## src/hdl/sapsel_defs.svh

```systemverilog
// register offsets, reset values and field constants for the shared pin selector
`ifndef SAPSEL_DEFS_SVH
`define SAPSEL_DEFS_SVH
`define SAPSEL_OFF_PCFG0      12'h000
`define SAPSEL_OFF_PCFG1      12'h004
`define SAPSEL_OFF_DIR        12'h008
`define SAPSEL_OFF_OUT        12'h00c
`define SAPSEL_OFF_IN         12'h010
`define SAPSEL_OFF_PULLUP     12'h014
`define SAPSEL_OFF_FUNC_EN    12'h018
`define SAPSEL_OFF_STATUS     12'h01c
`define SAPSEL_PCFG_RST       32'h0000_0000
`define SAPSEL_DIR_RST        32'hffff_ffff
`define SAPSEL_ZERO_RST       32'h0000_0000
`define SAPSEL_HTRANS_NONSEQ  1
`define SAPSEL_HSIZE_WORD     3'h2
`define SAPSEL_ADDR_LSB       2
`endif

```

## src/hdl/sapsel_pkg.sv

```systemverilog
// types shared by the shared pin selector files
package sapsel_pkg;
  typedef logic [31:0] sapsel_word_t;  // one bus word
  typedef enum logic [1:0] {
    SAPSEL_OWN_ANALOG,
    SAPSEL_OWN_PERIPH,
    SAPSEL_OWN_GPIO
  } sapsel_owner_e;  // which function owns a pin
endpackage : sapsel_pkg

```

## src/hdl/sapsel_pin.sv

```systemverilog
// per pin owner resolution, input gating and synchroniser
`timescale 1ns/100ps
module sapsel_pin
  import sapsel_pkg::*;
#(
  parameter int NUM_CONV = 2  // converters sharing the pin
) (
  input  wire logic                sys_clk_i,     // system clock
  input  wire logic                srst_i,        // sync reset, active high
  input  wire logic [NUM_CONV-1:0] digital_i,     // per converter digital mark
  input  wire logic                periph_en_i,   // lower priority function on
  input  wire logic                dir_in_i,      // 1 input, 0 output
  input  wire logic                out_val_i,     // gpio output value
  input  wire logic                periph_out_i,  // peripheral output value
  input  wire logic                periph_oe_i,   // peripheral drive enable
  input  wire logic                pad_i,         // raw pad level
  output logic                     pad_o,         // pad drive value
  output logic                     pad_oe_o,      // pad drive enable
  output logic                     analog_sel_o,  // analog owns the pin
  output logic                     in_val_o,      // digital read value
  output logic                     periph_in_o    // level seen by peripheral
);
  initial begin
    if (NUM_CONV < 1) $error("sapsel_pin needs at least one converter");
  end

  logic          meta_q;  // first sync stage, read only by sync_q
  logic          sync_q;  // second sync stage
  sapsel_owner_e owner;   // resolved pin owner

  // two stage synchroniser for the pad level
  always_ff @(posedge sys_clk_i) begin
    if (srst_i) begin
      meta_q <= 1'b0;
      sync_q <= 1'b0;
    end else begin
      meta_q <= pad_i;
      sync_q <= meta_q;
    end
  end

  // leftmost function wins; analog unless every converter says digital
  always_comb begin
    if (!(&digital_i)) begin
      owner = SAPSEL_OWN_ANALOG;
    end else if (periph_en_i) begin
      owner = SAPSEL_OWN_PERIPH;
    end else begin
      owner = SAPSEL_OWN_GPIO;
    end
  end

  assign analog_sel_o = (owner == SAPSEL_OWN_ANALOG);
  // input buffer off while analog: reads give zero
  assign in_val_o    = analog_sel_o ? 1'b0 : sync_q;
  // peripheral input only sees the pad when it owns it
  assign periph_in_o = (owner == SAPSEL_OWN_PERIPH) ? sync_q : 1'b0;

  // output driver still works under analog if direction is output
  always_comb begin
    if (owner == SAPSEL_OWN_PERIPH) begin
      pad_o    = periph_out_i;
      pad_oe_o = periph_oe_i;
    end else begin
      pad_o    = out_val_i;
      pad_oe_o = !dir_in_i;
    end
  end
endmodule : sapsel_pin

```

## src/hdl/sapsel_top.sv

```systemverilog
// shared analog/digital pin selector with ahb-lite register slave
//
// Functional notes
// - every reset returns shared pins to analog
// - analog mode switches digital input buffer off
// - analog pin reads as zero
// - config bit one enables digital input
// - digital only when all converters agree
// - output driver works despite analog mode
// - leftmost enabled function blocks lower ones
// - per pin switchable weak pull-up
//
// Decided for this implementation: the placing of the registers and the AHB-Lite interface to the registers.
`timescale 1ns/100ps
`include "sapsel_defs.svh"
module sapsel_top
  import sapsel_pkg::*;
#(
  parameter int NUM_PINS = 16  // shared pins
) (
  input  wire logic                sys_clk_i,      // system clock
  input  wire logic                srst_i,         // sync reset, active high
  input  wire logic                hsel_i,         // slave select
  input  wire logic [11:0]         haddr_i,        // byte address
  input  wire logic [1:0]          htrans_i,       // transfer type
  input  wire logic                hwrite_i,       // write when high
  input  wire logic [2:0]          hsize_i,        // transfer size
  input  wire logic [31:0]         hwdata_i,       // write data
  input  wire logic                hready_i,       // bus ready in
  output logic [31:0]              hrdata_o,       // read data
  output logic                     hreadyout_o,    // slave ready
  output logic                     hresp_o,        // always okay
  input  wire logic [NUM_PINS-1:0] pad_i,          // raw pad levels
  output logic [NUM_PINS-1:0]      pad_o,          // pad drive values
  output logic [NUM_PINS-1:0]      pad_oe_o,       // pad drive enables
  output logic [NUM_PINS-1:0]      pullup_en_o,    // weak pull-up enables
  output logic [NUM_PINS-1:0]      analog_sel_o,   // analog switch closed
  input  wire logic [NUM_PINS-1:0] periph_out_i,   // peripheral output values
  input  wire logic [NUM_PINS-1:0] periph_oe_i,    // peripheral drive enables
  output logic [NUM_PINS-1:0]      periph_in_o     // levels to peripherals
);
  initial begin
    if (NUM_PINS < 1 || NUM_PINS > 32) $error("NUM_PINS must be 1..32");
  end

  localparam int NUM_CONV = 2;  // two converter config registers

  logic [NUM_PINS-1:0] pcfg0_q;    // converter_pin_config_low
  logic [NUM_PINS-1:0] pcfg1_q;    // converter_pin_config_high (second converter)
  logic [NUM_PINS-1:0] dir_q;      // pin_direction_control, 1 input
  logic [NUM_PINS-1:0] out_q;      // output latch
  logic [NUM_PINS-1:0] pullup_q;   // change_notify_pin pull-up enables
  logic [NUM_PINS-1:0] func_en_q;  // lower priority function enables
  logic [NUM_PINS-1:0] in_val;     // gated digital reads

  logic                wr_pend_q;  // data phase of a write pending
  logic                rd_pend_q;  // data phase of a read pending
  logic [11:0]         addr_q;     // latched address
  logic [31:0]         rdata_q;    // registered read data

  // widen a pin vector to a bus word, upper bits zero
  function automatic sapsel_word_t widen(input logic [NUM_PINS-1:0] v);
    sapsel_word_t w;
    w = '0;
    w[NUM_PINS-1:0] = v;
    return w;
  endfunction : widen

  // valid word access in the address phase
  logic addr_ok;
  assign addr_ok = hsel_i && hready_i && htrans_i[1] &&
                   (hsize_i == `SAPSEL_HSIZE_WORD);

  // zero wait state slave: always ready, always okay
  assign hreadyout_o = 1'b1;
  assign hresp_o     = 1'b0;
  assign hrdata_o    = rdata_q;

  // address phase capture
  always_ff @(posedge sys_clk_i) begin
    if (srst_i) begin
      wr_pend_q <= 1'b0;
      rd_pend_q <= 1'b0;
      addr_q    <= 12'h000;
    end else begin
      wr_pend_q <= addr_ok && hwrite_i;
      rd_pend_q <= addr_ok && !hwrite_i;
      if (addr_ok) begin
        addr_q <= haddr_i;
      end
    end
  end

  // converter config registers; reset puts all pins analog
  always_ff @(posedge sys_clk_i) begin
    if (srst_i) begin
      pcfg0_q <= NUM_PINS'(`SAPSEL_PCFG_RST);
      pcfg1_q <= NUM_PINS'(`SAPSEL_PCFG_RST);
    end else if (wr_pend_q) begin
      if (addr_q == `SAPSEL_OFF_PCFG0) begin
        pcfg0_q <= hwdata_i[NUM_PINS-1:0];
      end else if (addr_q == `SAPSEL_OFF_PCFG1) begin
        pcfg1_q <= hwdata_i[NUM_PINS-1:0];
      end
    end
  end

  // direction and output latch; inputs by default
  always_ff @(posedge sys_clk_i) begin
    if (srst_i) begin
      dir_q <= NUM_PINS'(`SAPSEL_DIR_RST);
      out_q <= NUM_PINS'(`SAPSEL_ZERO_RST);
    end else if (wr_pend_q) begin
      if (addr_q == `SAPSEL_OFF_DIR) begin
        dir_q <= hwdata_i[NUM_PINS-1:0];
      end else if (addr_q == `SAPSEL_OFF_OUT) begin
        out_q <= hwdata_i[NUM_PINS-1:0];
      end
    end
  end

  // pull-up and peripheral function enables
  always_ff @(posedge sys_clk_i) begin
    if (srst_i) begin
      pullup_q  <= NUM_PINS'(`SAPSEL_ZERO_RST);
      func_en_q <= NUM_PINS'(`SAPSEL_ZERO_RST);
    end else if (wr_pend_q) begin
      if (addr_q == `SAPSEL_OFF_PULLUP) begin
        pullup_q <= hwdata_i[NUM_PINS-1:0];
      end else if (addr_q == `SAPSEL_OFF_FUNC_EN) begin
        func_en_q <= hwdata_i[NUM_PINS-1:0];
      end
    end
  end

  assign pullup_en_o = pullup_q;

  // read data mux, registered in the address phase for next cycle
  always_ff @(posedge sys_clk_i) begin
    if (srst_i) begin
      rdata_q <= 32'h0000_0000;
    end else if (addr_ok && !hwrite_i) begin
      if (haddr_i == `SAPSEL_OFF_PCFG0) begin
        rdata_q <= widen(pcfg0_q);
      end else if (haddr_i == `SAPSEL_OFF_PCFG1) begin
        rdata_q <= widen(pcfg1_q);
      end else if (haddr_i == `SAPSEL_OFF_DIR) begin
        rdata_q <= widen(dir_q);
      end else if (haddr_i == `SAPSEL_OFF_OUT) begin
        rdata_q <= widen(out_q);
      end else if (haddr_i == `SAPSEL_OFF_IN) begin
        rdata_q <= widen(in_val);
      end else if (haddr_i == `SAPSEL_OFF_PULLUP) begin
        rdata_q <= widen(pullup_q);
      end else if (haddr_i == `SAPSEL_OFF_FUNC_EN) begin
        rdata_q <= widen(func_en_q);
      end else if (haddr_i == `SAPSEL_OFF_STATUS) begin
        rdata_q <= widen(analog_sel_o);
      end else begin
        rdata_q <= 32'h0000_0000;  // unmapped reads zero
      end
    end
  end

  // per pin selection logic
  for (genvar p = 0; p < NUM_PINS; p++) begin : g_pin
    sapsel_pin #(
      .NUM_CONV (NUM_CONV)
    ) u_pin (
      .sys_clk_i    (sys_clk_i),
      .srst_i       (srst_i),
      .digital_i    ({pcfg1_q[p], pcfg0_q[p]}),
      .periph_en_i  (func_en_q[p]),
      .dir_in_i     (dir_q[p]),
      .out_val_i    (out_q[p]),
      .periph_out_i (periph_out_i[p]),
      .periph_oe_i  (periph_oe_i[p]),
      .pad_i        (pad_i[p]),
      .pad_o        (pad_o[p]),
      .pad_oe_o     (pad_oe_o[p]),
      .analog_sel_o (analog_sel_o[p]),
      .in_val_o     (in_val[p]),
      .periph_in_o  (periph_in_o[p])
    );
  end

  // rd_pend_q kept for data phase tracking symmetry
  logic unused_rd;
  assign unused_rd = rd_pend_q;
endmodule : sapsel_top
```

## config.mk

```make
export PLATFORM = sky130hd
export DESIGN_NAME = sapsel_top
export DESIGN_NICKNAME = d
export VERILOG_FILES = /design/src/hdl/sapsel_pkg.sv /design/src/hdl/sapsel_pin.sv /design/src/hdl/sapsel_top.sv
export VERILOG_INCLUDE_DIRS = /design/src /design/src/hdl
export SDC_FILE = /design/constraint.sdc
export NUM_CORES = 1
export LEC_CHECK = 0
export ABC_AREA = 1
export BUFFER_PORTS_ARGS = -buffer_cell sky130_fd_sc_hd__buf_4
export CORE_MARGIN = 2
export CORE_UTILIZATION = 30
export DETAILED_ROUTE_END_ITERATION = 8
export PLACE_DENSITY_LB_ADDON = 0.2
export SLEW_MARGIN = 20
export SYNTH_ARGS = -nofsm -noshare
export SYNTH_HDL_FRONTEND = slang
export SYNTH_SLANG_ARGS = --single-unit
```

## constraint.sdc

```tcl
create_clock -name sys_clk_i -period 3.6 [get_ports sys_clk_i]
set_clock_uncertainty 0.1 [all_clocks]
set_input_delay 0.18 -clock sys_clk_i [delete_from_list [all_inputs] [get_ports sys_clk_i]]
set_output_delay 0.18 -clock sys_clk_i [all_outputs]
set_load 0.1 [all_outputs]
```

==> impl_results.md, run 1 <==
- Outcome: finished clean
- Weighted congestion reported at the end of routability-driven placement: 0.765
- Final setup violating endpoints: 0
- Maximum level of the CTS H-tree: 4
- Total iterations of the first detailed-routing run: 5
- Area of the core region: between 0.02 and 0.03 mm2
- Largest net degree at the start of global routing: 65
- Buffer type at the clock tree root: sky130_fd_sc_hd__clkbuf_16
- Std-Cell Rows: 58
- Cells after Synth: between 1,000 and 1,500
- Time the final worst path needs with I/O delays and setup: 2430 ps
- Data arrival time of the worst path: between 2000 and 3000 ps
- Area of the die: around 0.027 mm2
- Post-synthesis sequential area ratio: 0.408
- Clk network pwr share: 0.458
- Number of global-route vias before repair: 6,636
- Die Wd: approximately 160 um
- Final number of max-transition violations: 0
- Timing-limited maximum frequency: between 400 and 500 MHz
- Worst hold-check path type: in -> reg
- Slew @ Worst Pin: 1080 ps
- IO Pins: between 200 and 250
- Clock Sink Count: 157
- Number of port buffers: 180
- Cell count after placement: 1,472
- Post-CTS Setup Repair Bufs: 0
- WL per Instance: roughly 16 um
- Global-route wire length before repair: 37,500 um
- P_sw: around 1 mW
- Adder-cell share of the synthesized area: 0
- Share of total power in sequential cells: 0.461
- Maximum fanout count along the critical path: 64
- Fill count: about 2,700
- Internal power summed over all cells: 2.80 mW
- WS Path Type: in -> reg
- Total via count in the routed design: 7,139
- Buffers plus inverters on the worst setup path: 3
- Headroom to the max-slew limit: 0.281
- Element type at the critical path end: flip-flop
- Cell count of the worst hold path: 3
- Clk slew on worst S/H paths: 70 ps
- Layout Nets: between 1,000 and 1,500
- Detail-routed via count per cell: between 4 and 5
- Multiplexer share of the synthesized area: 0.00438
- RSZ-0062 raised after global routing: no
- Reg2reg setup slack: 1370 ps
- Most common cell on crit path: sky130_fd_sc_hd__nand2_1
- Cell with the largest stage delay on the worst path: sky130_fd_sc_hd__clkinv_2
- Total power draw: 3.82 mW
- Largest stage delay, worst path: approximately 700 ps
- Hold Path Sink: out_q[14]$_SDFFE_PP0P_
- CTS tree: built
- Post-layout instance area: 0.00974 mm2
- Number of inserted diodes: 0
- Type of origin of the critical path: primary input
- Number of antenna-violating nets in the routed design: 0
- Combinational Power Share: 0.081
- Antenna violations before repair: 0
- Cell count of the worst reg-to-reg path: 7
- Growth of design area from synthesis to finish: 26.3%
- Skew-Pair Late Insertion Delay: 430 ps
- Share of the synthesized area in compound gates (AO/OA/AOI/OAI): 0.171
- Required time at the endpoint of the critical path: ~3800 ps
- Total number of yosys warnings: 0
- Number of synthesized register bits: 157
- Leakage Power: roughly 4.2 nW
- Finished Layout Cells: ~1,500
- Start of the worst register-to-register path: addr_q[10]$_SDFFE_PP0P_
- Hold Path Origin: hwdata_i[14]
- Effective utilization at floorplan: 0.306
- Hold buffer count at cts: 43
- Fraction of power spent switching nets: 0.268
- Setup TNS Final: 0 ps
- Combinational family with the most area after synthesis: simple AND/OR/NAND/NOR gates
- Vertical die dimension: approximately 160 um
- Pwr dens: between 300 and 400 mW/mm2
- Post-synthesis average cell area: approximately 7.2 um2
- Number of max-cap violations: 0
- 1st-iter DRT viols: about 490
- Worst path top cell family by delay: buffers and inverters
- Synth Area in XOR/XNOR: 0
- Sum of overflow across all layers after global routing: 0
- Distinct cell type count after synthesis: 35
- Post-synthesis simple-gate area fraction: 0.250
- Ordered list of cells on the worst path: dlygate4sd3_1 -> buf_4 -> nor2_2 -> nand2_4 -> clkinv_2 -> nand2_1 -> nor3_1 -> nor2_1 -> nand4_1 -> nand2_1 -> a21oi_1
- Capture point of the worst reg-to-reg path: pcfg0_q[7]$_SDFFE_PP0P_
- Highest ir drop seen on vdd: 231 uV
- Overall fraction of global-route tracks in use: 0.183
- Overall routed net length: 24,500 um
- Layout cells sized above 1: 0.219
- DRC violations left: 0
- Number of gates resized after cts: 0
- Post-route fraction of the period consumed by the critical path: 0.675
- Maximum buffer depth of the clock tree: 2
- Placed instance area: just under 0.009 mm2
- Final hold viol count: 0
- Post-Synthesis Cell Area: 0.00771 mm2
- TritonCTS Buffers: 17
- Total half-perimeter wirelength after legalization and detailed placement: 16,300 um
## how the worst max path moves through the flow
stage | startpoint | endpoint | slack, ps | depth (start not counted)
2_1_floorplan | pullup_en_o[6]$_SDFFE_PP0P_ | hrdata_o[6]$_SDFFE_PP0P_ | 1930 | 8
3_5_place_dp | haddr_i[8] | hrdata_o[14]$_SDFFE_PP0P_ | 1290 | 10
4_1_cts | haddr_i[9] | hrdata_o[14]$_SDFFE_PP0P_ | 1200 | 11
6_report | haddr_i[8] | hrdata_o[14]$_SDFFE_PP0P_ | 1170 | 11
3_3_place_gp | haddr_i[8] | hrdata_o[11]$_SDFFE_PP0P_ | 1310 | 10
5_1_grt | haddr_i[8] | hrdata_o[4]$_SDFFE_PP0P_ | 950 | 11
## cell families (layout without fill, tap and decap cells)
family          Yosys count  in the layout
simple gates            433            433
other cells               2             18
mux                       3              3
flops                   157            157
buf+inv                 245            374
compound gates          232            232
## sequential cells by signal (all words and copies together), names as in the netlist
register,count
addr_q,12
dir_q,16
func_en_q,16
g_pin.u_pin.meta_q,16
g_pin.u_pin.sync_q,16
hrdata_o,16
out_q,16
pcfg0_q,16
pcfg1_q,16
pullup_en_o,16
wr_pend_q,1
## synthesized netlist by cell type, drive strengths merged
cell | instances | area, um2
a21oi | 116 | 581
nor3 | 11 | 71.3
nor2 | 177 | 714
dfxtp | 157 | 3140
a211oi | 16 | 190
mux2 | 3 | 33.8
o21ai | 82 | 410
inv | 108 | 405
o2111ai | 1 | 8.76
o22ai | 1 | 6.26
clkbuf | 24 | 90.1
o211ai | 16 | 120
clkinv | 2 | 8.75
nor3b | 1 | 12.5
nand3 | 86 | 448
nand4 | 27 | 169
and2 | 1 | 6.26
nand2 | 130 | 503
buf | 111 | 782
conb | 2 | 7.51
## layout make-up
| type | count | area [um2] | area share |
|---|---|---|---|
| Inverter | 110 | 415 | 0.0427 |
| Timing Repair Buffer | 232 | 1850 | 0.190 |
| Clock buffer | 18 | 439 | 0.0451 |
| Clock inverter | 14 | 126 | 0.0130 |
| Tap cell | 330 | 413 | 0.0424 |
| Multi-Input combinational cell | 686 | 3350 | 0.344 |
| Sequential cell | 157 | 3140 | 0.323 |
## cell usage in the layout, fill, tap and decap left out, drive strengths merged, types with 3 or more instances in the layout
cell type	netlist	routed
buf	111	189
nor2	177	177
dfxtp	157	157
nand2	130	130
a21oi	116	116
inv	108	115
nand3	86	86
o21ai	82	82
dlygate4sd3	0	43
nand4	27	27
conb	2	18
clkbuf	24	18
o211ai	16	16
a211oi	16	16
nor3	11	11
clkinv	2	7
mux2	3	3
## power by group through the flow
| stage | Sequential (mW) | Combinational, mW | Clock (mW) |
|---|---|---|---|
| 3_5_place_dp | 1.80 | 0.273 | 0 |
| 4_1_cts | 1.76 | 0.311 | 1.79 |
| 5_1_grt | 1.76 | 0.337 | 1.87 |
| 2_1_floorplan | 1.80 | 0.182 | 0 |
| 6_report | 1.76 | 0.311 | 1.75 |
| 3_3_place_gp | 1.80 | 0.273 | 0 |
## through the flow
stage,utilization,hold WS [ps],worst slack (ps)
global route,0.387,29.6,946
CTS,0.387,15.3,1200
detailed placement,0.347,285,1290
floorplan,-,187,1930
global placement,0.347,281,1310
finish,0.387,31.3,1170
## layer usage
metal / vias up / GRT usage / wire [um]
met1: 3202 / 0.247 / 11200
met2: 241 / 0.301 / 11300
met3: 22 / 0.0308 / 1660
met5: - / 0 / 0
met4: 0 / 0.0538 / 340
li1: 3674 / - / -
## worst register-to-register path, cell delays in order, from the launching register on
cell	delay (ps)
sky130_fd_sc_hd__dfxtp_1	310
sky130_fd_sc_hd__nor2_1	110
sky130_fd_sc_hd__nand2_1	110
sky130_fd_sc_hd__nor3_2	270
sky130_fd_sc_hd__nand2_1	140
sky130_fd_sc_hd__nor2_4	800
sky130_fd_sc_hd__nor2_1	130
sky130_fd_sc_hd__a211oi_2	170
Power figures use the tool's default switching activity.
==> inputs of run 2 (changes only) <==
--- a/config.mk
+++ b/config.mk
@@ -6,7 +6,7 @@
 export SDC_FILE = /design/constraint.sdc
 export NUM_CORES = 1
 export LEC_CHECK = 0
-export ABC_AREA = 1
+export ABC_AREA = 0
 export BUFFER_PORTS_ARGS = -buffer_cell sky130_fd_sc_hd__buf_4
 export CORE_MARGIN = 2
 export CORE_UTILIZATION = 30
==> constraint.sdc (replaced) <==
create_clock -name sys_clk_i -period 2.2 [get_ports sys_clk_i]
set_clock_uncertainty 0.1 [all_clocks]
set_input_delay 0.11 -clock sys_clk_i [delete_from_list [all_inputs] [get_ports sys_clk_i]]
set_output_delay 0.11 -clock sys_clk_i [all_outputs]
set_load 0.1 [all_outputs]
==> run 2 against run 1 <==
Effect of this change: sequential power up 64%; largest power group is now clock; critical endpoint is now hrdata_o[8]$_SDFFE_PP0P_; register-to-register slack worse by 1200 ps; non-clock buffer count up 31; first-iteration DRC count down 1.4%; combinational power up 88%; sequential share of layout area down 1.5 points; sequential cell count unchanged; critical path depth down 3; highest routed layer unchanged; die area up 1.4%; largest cell class unchanged.
==> impl_results.md, run 2 <==
- Growth of design area from synthesis to finish: 30.5% (was 26.3%)
- Ordered list of cells on the worst path: dlygate4sd3_1 -> buf_4 -> nor4_4 -> nand3_2 -> or4_1 -> buf_4 -> o221ai_2 -> nor2_1 (was dlygate4sd3_1 -> buf_4 -> nor2_2 -> nand2_4 -> clkinv_2 -> nand2_1 -> nor3_1 -> nor2_1 -> nand4_1 -> nand2_1 -> a21oi_1)
- Placed instance area: 0.00909 mm2 (was 0.00874 mm2)
- Number of port buffers: 180 (unchanged)
- Area of the core region: 0.0258 mm2 (was 0.0252 mm2)
- Start point of the critical path: haddr_i[10] (was haddr_i[8])
- WS Path Type: in -> reg (unchanged)
- Post-CTS Setup Repair Bufs: 0 (unchanged)
- Layout cells sized above 1: 0.251 (was 0.219)
- Fraction of registers with async set/reset: 0 (unchanged)
- Post-synthesis sequential area ratio: 0.402 (was 0.408)
- Area of the die: 0.0274 mm2 (was 0.0270 mm2)
- Number of global-route vias before repair: 6,377 (was 6,636)
- Total half-perimeter wirelength after legalization and detailed placement: 16,900 um (was 16,300 um)
- Layout Nets: 1,246 (was 1,306)
- Start of the worst register-to-register path: addr_q[7]$_SDFFE_PP0P_ (was addr_q[10]$_SDFFE_PP0P_)
- Final number of max-transition violations: 0 (unchanged)
- Die Wd: 165 um (was 164 um)
- Vertical die dimension: 165 um (was 164 um)
- Final hold viol count: 0 (unchanged)
- Pwr dens: 667 mW/mm2 (was 392 mW/mm2)
- Required time at the endpoint of the critical path: 2410 ps (was 3770 ps)
- Largest stage delay, worst path: 540 ps (was 700 ps)
- Outcome: finished clean (unchanged)
- Maximum buffer depth of the clock tree: 2 (unchanged)
- Share of total power in sequential cells: 0.423 (was 0.461)
- Effective utilization at floorplan: 0.303 (was 0.306)
- Fraction of power spent switching nets: 0.232 (was 0.268)
- Maximum fanout count along the critical path: 9 (was 64)
- Combinational Power Share: 0.086 (was 0.081)
- Distinct cell type count after synthesis: 47 (was 35)
- RSZ-0062 raised after global routing: no (unchanged)
- Type of origin of the critical path: primary input (unchanged)
- Global-route wire length before repair: 36,900 um (was 37,500 um)
- Most common library cell in the layout ignoring fill and taps: sky130_fd_sc_hd__buf_4 (unchanged)
- Number of antenna-violating nets in the routed design: 0 (unchanged)
- WL per Instance: 16.5 um (was 15.9 um)
- Skew-Pair Late Insertion Delay: 420 ps (was 430 ps)
- Largest net degree at the start of global routing: 73 (was 65)
- Post-route fraction of the period consumed by the critical path: 0.943
- Top cells by count, synth: sky130_fd_sc_hd__nand2_1 (176), sky130_fd_sc_hd__dfxtp_1 (157), sky130_fd_sc_hd__a21oi_1 (143) (was sky130_fd_sc_hd__nor2_1 (165), sky130_fd_sc_hd__dfxtp_1 (157), sky130_fd_sc_hd__nand2_1 (126))
- Detail-routed via count per cell: 4.77 (was 4.61)
- Overall routed net length: 24,600 um (was 24,500 um)
- Headroom to the max-slew limit: 0.425 (was 0.281)
- Weighted congestion reported at the end of routability-driven placement: 0.771 (was 0.765)
- Hold Path Origin: htrans_i[1] (was hwdata_i[14])
- Most common cell on crit path: sky130_fd_sc_hd__buf_4 (was sky130_fd_sc_hd__nand2_1)
- Setup TNS Final: 0 ps (unchanged)
- Reg2reg setup slack: 170 ps (was 1370 ps)
- Clock Sink Count: 157 (unchanged)
- Time the final worst path needs with I/O delays and setup: approximately 2100 ps
- Cells after Synth: 987 (was 1,072)
- Clk network pwr share: 0.491 (was 0.458)
- Total number of yosys warnings: 0 (unchanged)
- Timing-limited maximum frequency: 482 MHz
- TritonCTS Buffers: 17 (unchanged)
- Post-Synthesis Cell Area: 0.00782 mm2 (was 0.00771 mm2)
- P_sw: 1.58 mW (was 1.02 mW)
- Finished Layout Cells: 1,491 (was 1,547)
- Most instantiated library cell after synthesis: sky130_fd_sc_hd__nand2_1 (was sky130_fd_sc_hd__nor2_1)
- Highest ir drop seen on vdd: 349 uV (was 231 uV)
- 1st-iter DRT viols: 480 (was 487)
- Total iterations of the first detailed-routing run: 5 (unchanged)
- Capture point of the worst reg-to-reg path: pcfg0_q[11]$_SDFFE_PP0P_ (was pcfg0_q[7]$_SDFFE_PP0P_)
- Number of max-cap violations: 0 (unchanged)
- Total via count in the routed design: 7,117 (was 7,139)
- Post-layout instance area: 0.0102 mm2 (was 0.00974 mm2)
- Cell count after placement: 1,416 (was 1,472)
- Element type at the critical path end: flip-flop (unchanged)
- IO Pins: 216 (unchanged)
- Count of flip-flops with a built-in enable after synthesis: 0 (unchanged)
- DRC violations left: 0 (unchanged)
- Maximum level of the CTS H-tree: 4 (unchanged)
- Cell count of the worst reg-to-reg path: 6 (was 7)
- Most common flop cell mapped by yosys: sky130_fd_sc_hd__dfxtp_1 (unchanged)
- CTS tree: built (unchanged)
- Buffer type at the clock tree root: sky130_fd_sc_hd__clkbuf_16 (unchanged)
- Slew @ Worst Pin: 861 ps (was 1080 ps)
- Number of synthesized register bits: 157 (unchanged)
- Cell with the largest stage delay on the worst path: sky130_fd_sc_hd__dlygate4sd3_1 (was sky130_fd_sc_hd__clkinv_2)
- Final setup violating endpoints: 0 (unchanged)
- Overall fraction of global-route tracks in use: 0.179 (was 0.183)
- Internal power summed over all cells: 5.23 mW (was 2.80 mW)
- Yosys top cell area share: 0.402 (was 0.408)
- Data arrival time of the worst path: 2290 ps (was 2600 ps)
- Setup Slack @ Placement: 172 ps (was 1290 ps)
- Post-synthesis average cell area: 7.92 um2 (was 7.19 um2)
- Commonest non-fill, non-tap cells in the layout: sky130_fd_sc_hd__buf_4 (215), sky130_fd_sc_hd__nand2_1 (176), sky130_fd_sc_hd__dfxtp_1 (157) (was sky130_fd_sc_hd__buf_4 (189), sky130_fd_sc_hd__nor2_1 (164), sky130_fd_sc_hd__dfxtp_1 (157))
- Clk slew on worst S/H paths: 60 ps (was 70 ps)
- Largest cells by area after synthesis: sky130_fd_sc_hd__dfxtp_1 (40%), sky130_fd_sc_hd__a21oi_1 (9.2%), sky130_fd_sc_hd__nand2_1 (8.4%) (was sky130_fd_sc_hd__dfxtp_1 (41%), sky130_fd_sc_hd__buf_4 (8.8%), sky130_fd_sc_hd__nor2_1 (8.0%))
- Fin worst setup slack: 125 ps (was 1170 ps)
- Leakage Power: 4.10 nW (was 4.24 nW)
- Yosys top cell by area: sky130_fd_sc_hd__dfxtp_1 (unchanged)
- Number of inserted diodes: 0 (unchanged)
- Setup crit end: hrdata_o[8]$_SDFFE_PP0P_ (was hrdata_o[14]$_SDFFE_PP0P_)
- Sum of overflow across all layers after global routing: 0 (unchanged)
- Std-Cell Rows: 59 (was 58)
- Antenna violations before repair: 0 (unchanged)
- Worst hold-check path type: in -> reg (unchanged)
- Total power draw: 6.81 mW (was 3.82 mW)
[run 2: cell type report]
class / count / area (um2)
clock buffer: 22 / 484
inverter: 29 / 109
fill: 2652 / 15600
timing repair buffer: 263 / 2130
tap: 335 / 419
sequential: 157 / 3140
multi-input combinational: 676 / 3730
clock inverter: 9 / 183
[run 2: how the worst min path moves through the flow]
stage / end / slack, ps / cells past startpoint
finish: addr_q[3]$_SDFFE_PP0P_ / 70 / 5
global route: addr_q[4]$_SDFFE_PP0P_ / 100 / 4
CTS: addr_q[3]$_SDFFE_PP0P_ / 70 / 5
detailed placement: g_pin[13].u_pin.meta_q$_SDFF_PP0_ / 220 / 2
global placement: g_pin[11].u_pin.meta_q$_SDFF_PP0_ / 220 / 2
floorplan: g_pin[0].u_pin.meta_q$_SDFF_PP0_ / 140 / 1
[run 2: cells by family (layout without fill, tap and decap cells)]
| logic type | Yosys count | count (layout) | share of synthesized area |
|---|---|---|---|
| AND/OR/NAND/NOR | 388 | 388 | 0.229 |
| AO/OA/AOI/OAI | 222 | 222 | 0.169 |
| buffers and inverters | 170 | 323 | 0.130 |
| flip-flops | 157 | 157 | 0.402 |
| multiplexers | 48 | 48 | 0.0694 |
| other | 2 | 18 | 0.000960 |
[run 2: repair_timing]
action,CTS,global route
hold endpoints to repair,125,0
endpoints found under the setup margin,0,8
gates resized for setup,0,1
hold buffers,44,0
[run 2: through the flow]
stage          hold WS [ps]  utilization
2_1_floorplan           138            -
4_1_cts                69.8        0.395
5_1_grt                98.2        0.395
3_3_place_gp            219        0.352
6_report               74.3        0.395
3_5_place_dp            224        0.352
[run 2: routing by layer]
metal | up-vias | global-route usage | wire length, um
met5 | - | 0 | 0
met4 | 0 | 0.0470 | 276
met3 | 23 | 0.0282 | 1250
met2 | 193 | 0.273 | 10900
met1 | 3333 | 0.260 | 12300
li1 | 3568 | - | -
[run 2: power groups by stage]
stage	registers (mW)	clock network (mW)	logic [mW]
detailed placement	2.95	0	0.520
global route	2.88	3.53	0.627
finish	2.88	3.34	0.584
CTS	2.88	3.43	0.584
floorplan	2.95	0	0.326
global placement	2.95	0	0.521
[run 2: worst max-delay path: cells and delay by family]
kind | cells | cell delay [ps]
AO/OA/AOI/OAI | 1 | 180
buffers and inverters | 3 | 910
AND/OR/NAND/NOR | 4 | 1070
